File: src/rtl/pulse_bridge_pkg.sv
// Purpose: Shared constants and carriers for the isolated SPI pulse bridge control.
// Assumes: 50 MHz clock.
// Notes: Pulse halves are in line clock cycles.
package pulse_bridge_pkg;

  localparam int CLK_MHZ = 50;
  localparam int IDLE_TIME_US = 5700;
  localparam int IDLE_CYCLES = IDLE_TIME_US * CLK_MHZ;
  localparam int WAKE_TIME_NS = 8000;
  localparam int WAKE_CYCLES = (WAKE_TIME_NS * CLK_MHZ) / 1000;
  localparam int LONG_HALF_NS = 150;
  localparam int LONG_HALF_CYCLES = (LONG_HALF_NS * CLK_MHZ + 999) / 1000;
  localparam int SHORT_HALF_NS = 50;
  localparam int SHORT_HALF_CYCLES = (SHORT_HALF_NS * CLK_MHZ + 999) / 1000;
  localparam int SCK_PULSE_NS = 120;
  localparam int SCK_PULSE_CYCLES = (SCK_PULSE_NS * CLK_MHZ + 999) / 1000;
  localparam int SLOW_FACTOR = 8;
  localparam int RETURN_WAIT_CYCLES = 2;

  typedef struct packed {
    logic roleMaster;
    logic slowTiming;
    logic clockPolarity;
    logic clockPhase;
    logic stayAwake;
  } strap_s;

  typedef struct packed {
    logic in;
    logic out;
    logic oe;
  } pin_s;

endpackage : pulse_bridge_pkg

File: src/rtl/pulse_bridge_ctrl.sv
// Purpose: Role, pin direction, pulse coding and idle control of an isolated SPI pulse bridge.
// Assumes: All pins asynchronous; two-stage synchronised before use. Line pair is two drive/sense bits.
// Notes: Summary of operation
`timescale 1ns/100ps
module pulse_bridge_ctrl
  import pulse_bridge_pkg::*;
#(
  parameter int IDLE_COUNT = IDLE_CYCLES
)
(
  input wire logic clk,
  input wire logic reset,
  input wire strap_s straps,
  input wire logic mosiIn,
  output logic mosiOut,
  output logic mosiOe,
  input wire logic misoIn,
  output logic misoOut,
  output logic misoOe,
  input wire logic sckIn,
  output logic sckOut,
  output logic sckOe,
  input wire logic csIn,
  output logic csOut,
  output logic csOe,
  input wire logic linePlusIn,
  input wire logic lineMinusIn,
  output logic linePlusOut,
  output logic lineMinusOut,
  output logic lineOe,
  output logic awake
);

  typedef enum logic [2:0] {
    ST_IDLE = 3'b000,
    ST_WAKE = 3'b001,
    ST_RUN = 3'b010,
    ST_TX1 = 3'b011,
    ST_TX2 = 3'b100
  } power_e;

  // Two-flop synchronisers for every pin input
  logic [10:0] syncA_q, syncB_q;
  wire logic [10:0] rawIn = {straps, mosiIn, misoIn, sckIn, csIn, linePlusIn, lineMinusIn};
  always_ff @(posedge clk or posedge reset)
  begin
    if (reset)
    begin
      syncA_q <= 11'h7FF;
      syncB_q <= 11'h7FF;
    end
    else
    begin
      syncA_q <= rawIn;
      syncB_q <= syncA_q;
    end
  end

  wire logic isMaster = syncB_q[10];
  wire logic slowSel = syncB_q[9];
  wire logic polSel = syncB_q[8];
  wire logic phaSel = syncB_q[7];
  wire logic stayOn = syncB_q[6];
  wire logic mosiS = syncB_q[5];
  wire logic misoS = syncB_q[4];
  wire logic sckS = syncB_q[3];
  wire logic csS = syncB_q[2];
  wire logic lpS = syncB_q[1];
  wire logic lmS = syncB_q[0];

  logic sckPrev_q, csPrev_q;
  wire logic sckRise = sckS & ~sckPrev_q;
  wire logic sckFall = ~sckS & sckPrev_q;
  // Latching edge: first edge when phase is 0, second when 1; polarity inverts
  wire logic latchOnRise = polSel ~^ phaSel;
  wire logic latchEdge = latchOnRise ? sckRise : sckFall;
  wire logic shiftEdge = latchOnRise ? sckFall : sckRise;
  wire logic csRise = csS & ~csPrev_q;
  wire logic csFall = ~csS & csPrev_q;
  wire logic lineActive = lpS ^ lmS;

  // Transmit encoder: polarity, half length, busy
  logic txBusy_q, txSecond_q, txPlus_q;
  logic [15:0] txCnt_q, halfLen_q;
  logic [1:0] rxPrevLvl_q;
  logic [15:0] rxLen_q;
  logic [1:0] rxFirst_q;

  // Power state and timers
  power_e power_q;
  logic [31:0] idleCnt_q;
  logic [15:0] wakeCnt_q;

  wire logic isAwake = (power_q == ST_RUN);
  wire logic [15:0] slowMul = slowSel ? 16'(SLOW_FACTOR) : 16'h0001;
  wire logic [15:0] longHalf = 16'(LONG_HALF_CYCLES);
  wire logic [15:0] shortHalf = 16'(SHORT_HALF_CYCLES);
  wire logic idleCause = isMaster ? csS : ~lineActive;
  wire logic wakeCause = isMaster ? csFall : lineActive;

  always_ff @(posedge clk or posedge reset)
  begin
    if (reset)
    begin
      power_q <= ST_WAKE;
      idleCnt_q <= 32'h0000_0000;
      wakeCnt_q <= 16'h0000;
    end
    else
    begin
      case (power_q)
        ST_IDLE:
        begin
          wakeCnt_q <= 16'h0000;
          if (wakeCause || stayOn)
            power_q <= ST_WAKE;
        end
        ST_WAKE:
        begin
          wakeCnt_q <= wakeCnt_q + 16'h0001;
          if (wakeCnt_q >= 16'(WAKE_CYCLES - 1) || wakeCnt_q >= 16'h0003)
            power_q <= ST_RUN;
        end
        ST_RUN:
        begin
          if (stayOn || !idleCause || txBusy_q)
            idleCnt_q <= 32'h0000_0000;
          else if (idleCnt_q >= 32'(IDLE_COUNT - 1))
          begin
            idleCnt_q <= 32'h0000_0000;
            power_q <= ST_IDLE;
          end
          else
            idleCnt_q <= idleCnt_q + 32'h0000_0001;
        end
        default: power_q <= ST_WAKE;
      endcase
    end
  end

  // Decode received pulse pairs: measure first half length and polarity
  wire logic [1:0] rxLvl = {lpS & ~lmS, lmS & ~lpS};
  wire logic rxHalfEnd = (rxLvl != rxPrevLvl_q) && (rxPrevLvl_q != 2'b00);
  wire logic rxPairDone = rxHalfEnd && (rxFirst_q != 2'b00) && (rxLvl == 2'b00);
  wire logic rxPlus = rxFirst_q == 2'b10;

  logic [15:0] rxHalf_q;
  always_ff @(posedge clk or posedge reset)
  begin
    if (reset)
    begin
      rxPrevLvl_q <= 2'b00;
      rxLen_q <= 16'h0000;
      rxHalf_q <= 16'h0000;
      rxFirst_q <= 2'b00;
    end
    else
    begin
      rxPrevLvl_q <= rxLvl;
      if (rxLvl != rxPrevLvl_q)
        rxLen_q <= 16'h0001;
      else if (rxLen_q != 16'hFFFF)
        rxLen_q <= rxLen_q + 16'h0001;
      if (rxHalfEnd && rxFirst_q == 2'b00)
      begin
        rxFirst_q <= rxPrevLvl_q;
        rxHalf_q <= rxLen_q;
      end
      else if (rxPairDone || (rxLvl == 2'b00 && rxPrevLvl_q == 2'b00))
        rxFirst_q <= 2'b00;
    end
  end
  wire logic rxIsLong = rxHalf_q >= 16'((LONG_HALF_CYCLES * 2) / 3);

  // Transmit request decode
  wire logic masterLongReq = isMaster && isAwake && (csRise || csFall);
  wire logic masterShortReq = isMaster && isAwake && latchEdge && !csS;
  logic retPending_q;
  wire logic slaveRetReq = !isMaster && retPending_q && !misoS;
  wire logic txStart = !txBusy_q && (masterLongReq || masterShortReq || slaveRetReq);
  wire logic startPlus = masterLongReq ? csRise : (masterShortReq ? mosiS : 1'b0);
  wire logic [15:0] startHalf = (masterLongReq ? longHalf : shortHalf) * slowMul;

  always_ff @(posedge clk or posedge reset)
  begin
    if (reset)
    begin
      txBusy_q <= 1'b0;
      txSecond_q <= 1'b0;
      txPlus_q <= 1'b0;
      txCnt_q <= 16'h0000;
      halfLen_q <= 16'h0000;
    end
    else if (txStart)
    begin
      txBusy_q <= 1'b1;
      txSecond_q <= 1'b0;
      txPlus_q <= startPlus;
      halfLen_q <= startHalf;
      txCnt_q <= 16'h0001;
    end
    else if (txBusy_q)
    begin
      if (txCnt_q >= halfLen_q)
      begin
        txCnt_q <= 16'h0001;
        txSecond_q <= 1'b1;
        if (txSecond_q)
          txBusy_q <= 1'b0;
      end
      else
        txCnt_q <= txCnt_q + 16'h0001;
    end
  end

  // Slave side reconstruction and master MISO return tracking
  logic csDrv_q, mosiDrv_q, sckDrv_q, misoDrv_q;
  logic [15:0] sckCnt_q;
  always_ff @(posedge clk or posedge reset)
  begin
    if (reset)
    begin
      csDrv_q <= 1'b1;
      mosiDrv_q <= 1'b1;
      sckDrv_q <= 1'b0;
      sckCnt_q <= 16'h0000;
      retPending_q <= 1'b0;
      misoDrv_q <= 1'b1;
    end
    else
    begin
      if (!sckCnt_q[15] && sckCnt_q != 16'h0000)
        sckCnt_q <= sckCnt_q - 16'h0001;
      // Clock leaves its idle level one cycle after MOSI is set, so the slave sees settled data
      if (sckCnt_q == 16'(SCK_PULSE_CYCLES) * slowMul + 16'h0001)
        sckDrv_q <= ~polSel;
      if (sckCnt_q == 16'h0001)
      begin
        sckDrv_q <= polSel;
        retPending_q <= 1'b1;
      end
      if (txStart && slaveRetReq)
        retPending_q <= 1'b0;
      else if (!isMaster && retPending_q && misoS)
        retPending_q <= 1'b0;
      if (!isMaster && rxPairDone)
      begin
        if (rxIsLong)
          csDrv_q <= rxPlus;
        else
        begin
          mosiDrv_q <= rxPlus;
          sckCnt_q <= 16'(SCK_PULSE_CYCLES) * slowMul + 16'h0001;
        end
      end
      if (isMaster)
      begin
        if (shiftEdge || csS)
          misoDrv_q <= 1'b1;
        if (rxPairDone && !rxIsLong && !rxPlus)
          misoDrv_q <= 1'b0;
      end
      else
        misoDrv_q <= 1'b1;
      if (isMaster)
        sckDrv_q <= polSel;
    end
  end

  // Output registers; pin directions follow the role strap
  always_ff @(posedge clk or posedge reset)
  begin
    if (reset)
    begin
      sckPrev_q <= 1'b0;
      csPrev_q <= 1'b1;
      mosiOut <= 1'b0;
      mosiOe <= 1'b0;
      misoOut <= 1'b0;
      misoOe <= 1'b0;
      sckOut <= 1'b0;
      sckOe <= 1'b0;
      csOut <= 1'b1;
      csOe <= 1'b0;
      linePlusOut <= 1'b0;
      lineMinusOut <= 1'b0;
      lineOe <= 1'b0;
      awake <= 1'b0;
    end
    else
    begin
      sckPrev_q <= sckS;
      csPrev_q <= csS;
      mosiOut <= 1'b0;
      mosiOe <= !isMaster && !mosiDrv_q;
      misoOut <= 1'b0;
      misoOe <= isMaster && !misoDrv_q;
      sckOut <= sckDrv_q;
      sckOe <= !isMaster;
      csOut <= csDrv_q;
      csOe <= !isMaster;
      linePlusOut <= txBusy_q && (txPlus_q ^ txSecond_q);
      lineMinusOut <= txBusy_q && !(txPlus_q ^ txSecond_q);
      lineOe <= txBusy_q;
      awake <= isAwake;
    end
  end
endmodule : pulse_bridge_ctrl

File: config.mk
export PLATFORM = sky130hd
export DESIGN_NAME = pulse_bridge_ctrl
export DESIGN_NICKNAME = d
export VERILOG_FILES = /design/src/rtl/pulse_bridge_pkg.sv /design/src/rtl/pulse_bridge_ctrl.sv
export SDC_FILE = /design/constraint.sdc
export NUM_CORES = 1
export LEC_CHECK = 0
export ABC_AREA = 1
export BUFFER_PORTS_ARGS = -buffer_cell sky130_fd_sc_hd__buf_2
export CAP_MARGIN = 25
export CORE_UTILIZATION = 56
export DETAILED_ROUTE_END_ITERATION = 10
export GPL_TIMING_DRIVEN = 0
export PLACE_DENSITY = 0.82
export SYNTH_ARGS = -nofsm -noshare
export SYNTH_HDL_FRONTEND = slang
export SYNTH_SLANG_ARGS = --single-unit
export TNS_END_PERCENT = 1
File: constraint.sdc
create_clock -name clk -period 4.74 [get_ports clk]
set_input_delay 0.237 -clock clk [delete_from_list [all_inputs] [get_ports clk]]
set_output_delay 0.237 -clock clk [all_outputs]
set_load 0.03 [all_outputs]
==> metrics.md <==
| Metric | Value |
|---|---|
| H-tree levels | 4 |
| Maxcap violations | 0 |
| Power density over cell area | ~460 nW/um^2 |
| Syn Area/Cell | 8.484 sq um |
| I/O pin cnt | 25 |
| Die extent in x | between 100 and 150 um |
| Die Y | between 100 and 150 um |
| Number of synthesized register bits | 164 |
| Leak | roughly 4.4 nW |
| Placed inst area | 8524 sq um |
| Root Driver | clkbuf_16 |
| Most frequent cells in the layout | nand2_1 (240), dfrtp_1 (136), inv_1 (122), nor2_1 (111), o21ai_0 (52) |
| TritonCTS clock tree | built |
| Critical path fanouts, max | 9 |
| Status | completed |
| Cell Area, Synth | 8153 sq um |
| Worst Skew | slightly above 9 ps |
| Dpl hpwl | 10370 um |
| Port bufs | 22 |
| Die area | around 15000 sq um |
| FMAX | ~0.49 GHz |
| Post-Syn Instances | just under 1k |
| Tmin final | 2062 ps |
| Via count | between 6k and 7k |
| Area growth from synthesis to layout | 13.81% |
| # fillers | ~1.1k |
| Routed len/inst | ~13 um |
| Later-pin clock latency in the skew report | 420 ps |
| Setup Buffers After CTS | 0 |
| Max IR drop VDD | between 200 and 300 uV |
| WP data arrival | approximately 2400 ps |
| Total wire length | 15170 um |
| Setup TNS | 0 ps |
| DRC errors left | 0 |
| Antenna Nets Post-Route | 0 |
| Yosys warnings | 0 |
| Synth unique cells | 50 |
| Core area | 14040 sq um |
| Overflow after GRT | 0 |
| Core Rows | 43 |
| Hold Violations, Final | 0 |
| Inserted Clock Buffers | 17 |
| Vias per cell | 5.191 |
| Initial DRC Count | approximately 420 |
| Starting utilization of the core area | 58.06% |
| Post-CTS sizing | 0 |
| Hold Crit Class | flop to flop |
| Nets | around 1.1k |
| GPL Wtd Cong | around 0.85 |
| Crit path kind | flop to flop |
| Antenna violations before repair | 0 |
| Antenna cells | 0 |
| Clock transition at path regs | 60 ps |
| Share of cells above drive strength 1 | 15.26% |
| Commonest non-fill, non-tap cell in the layout | nand2_1 |
| Clock tree buffer depth | 2 |
| Largest net degree at the start of global routing | 97 |
| Design Area, Final | slightly above 9000 sq um |
| Router iterations before antenna repair | 5 |
| CTS hold repair buffers | 12 |
| Vias in the first global route | roughly 6.1k |
| RSZ-0062 raised after global routing | no |
| Slew margin rel. | between 50% and 60% |
| Clock sink total | 164 |
| Final Core Density | between 60% and 70% |
| Final Cycle Share | a little over two fifths |
| CP endpoint kind | flop |
| Startpoint types | flop |
| First-pass GRT wire length | 27020 um |
| Worst EP required | between 5000 and 6000 ps |
| Total GRT Usage | 22.87% |
| Register Area | between 4000 and 5000 sq um |
| Post-synthesis sequential area ratio | about half |
| Final setup violation count | 0 |
| Tightest Pin Transition | between 600 and 700 ps |
| Multi-input gate area | about 3400 sq um |
| Total count of max-transition violations in the final report | 0 |
==> synth_stat cells, drive strengths merged <==
master / instances / share of area, %
nand2: 250 / 12
dfrtp: 136 / 42
inv: 132 / 6.1
nor2: 131 / 7.1
o21ai: 74 / 5.0
nand3: 33 / 2.2
dfstp: 28 / 9.0
xor2: 28 / 3.0
a21oi: 26 / 1.7
ha: 24 / 3.7
nand4: 17 / 1.4
nor3: 17 / 1.3
buf: 13 / 1.3
xnor2: 11 / 1.2
or2: 5 / 0.38
o21a: 4 / 0.37
o22ai: 4 / 0.31
a31oi: 3 / 0.23
and2: 3 / 0.23
nand3b: 3 / 0.28
o21bai: 3 / 0.28
a211oi: 2 / 0.18
clkbuf: 2 / 0.092
clkinv: 2 / 0.092
nor4: 2 / 0.15
o211ai: 2 / 0.18
a21boi: 1 / 0.092
a22oi: 1 / 0.092
a2bb2oi: 1 / 0.11
a32o: 1 / 0.12
conb: 1 / 0.046
o31ai: 1 / 0.092
==> area by class of cell <==
| class | count | area share [%] |
|---|---|---|
| Clock inverter | 12 | 1.915 |
| Sequential cell | 164 | 44.61 |
| Inverter | 134 | 5.529 |
| Timing Repair Buffer | 35 | 2.778 |
| Multi-Input combinational cell | 649 | 36.64 |
| Buffer | 15 | 1.187 |
| Clock buffer | 20 | 4.922 |
| Tap cell | 180 | 2.427 |
==> path summary, 6_finish.rpt <==
check / endpoint / from / cells after the start / slack [ps]
setup / recovery: txCnt_q[0]$_DFFE_PP0P_ / power_q[0]$_DFFE_PP1P_ / 13 / 2680
hold / removal: syncB_q[1]$_DFF_PP1_ / syncA_q[1]$_DFF_PP1_ / 0 / 360
setup reg to reg: txCnt_q[0]$_DFFE_PP0P_ / power_q[0]$_DFFE_PP1P_ / 13 / 2680
hold reg to reg: syncB_q[1]$_DFF_PP1_ / syncA_q[1]$_DFF_PP1_ / 0 / 360
max in group asynchronous: csDrv_q$_DFFE_PP1P_ / reset / 4 / 3360
min in group asynchronous: wakeCnt_q[12]$_DFFE_PP0P_ / reset / 3 / 490
==> critical path, stage by stage, from the launching register on <==
cell and delay, ps:
dfstp_2 550, inv_1 60, ha_1 210, buf_4 170, nand2_2 100, nor2_4 50
inv_2 80, o21ai_2 50, inv_1 60, nand2_2 80, nor2_4 250, inv_4 100
nand2_1 90, nand2_1 70
==> sequential cells by signal, summed over array words and instances (netlist names), 2 cells and up <==
name and count:
rxPrevLvl_q 2, idleCnt_q 32, syncB_q 11, rxHalf_q 16, txCnt_q 16, wakeCnt_q 16, rxLen_q 16, halfLen_q 5
power_q 2, rxFirst_q 2, syncA_q 11, sckCnt_q 16
==> metrics by stage <==
| step | std cells | setup slack, ps | hold slack (ps) | total power [W] |
|---|---|---|---|---|
| after global placement | 1164 | -1528 | 341.9 | 0.002731 |
| after detailed placement | 1165 | 2730 | 343.2 | 0.002774 |
| after CTS | 1209 | 2668 | 355.7 | 0.004260 |
| after floorplan | 962 | 116.0 | 241.5 | 0.002528 |
| after global routing | 1209 | 2515 | 358.3 | 0.004487 |
| final | 1209 | 2678 | 355.5 | 0.004235 |
==> per-layer routing <==
layer	GRT usage, %	share of wire [%]	vias to the layer above
li1	-	-	3135
met1	29.05	45	2972
met2	37.82	49	139
met3	4.275	3.2	30
met4	10.67	2.5	0
met5	0	0	-
==> power breakdown <==
part           internal (W)  switching (W)
Clock              0.000911       0.000548
Sequential          0.00158       0.000161
Combinational      0.000360       0.000674
Total               0.00285        0.00138
==> kinds of logic after synthesis <==
group | share of synthesized area [%]
adder cells (fa/ha/maj) | 3.683
buffers and inverters | 7.581
flip-flops | 50.77
other | 0.04600
AO/OA/AOI/OAI | 8.748
AND/OR/NAND/NOR | 24.98
XOR/XNOR | 4.190
Power figures use the tool's default switching activity.
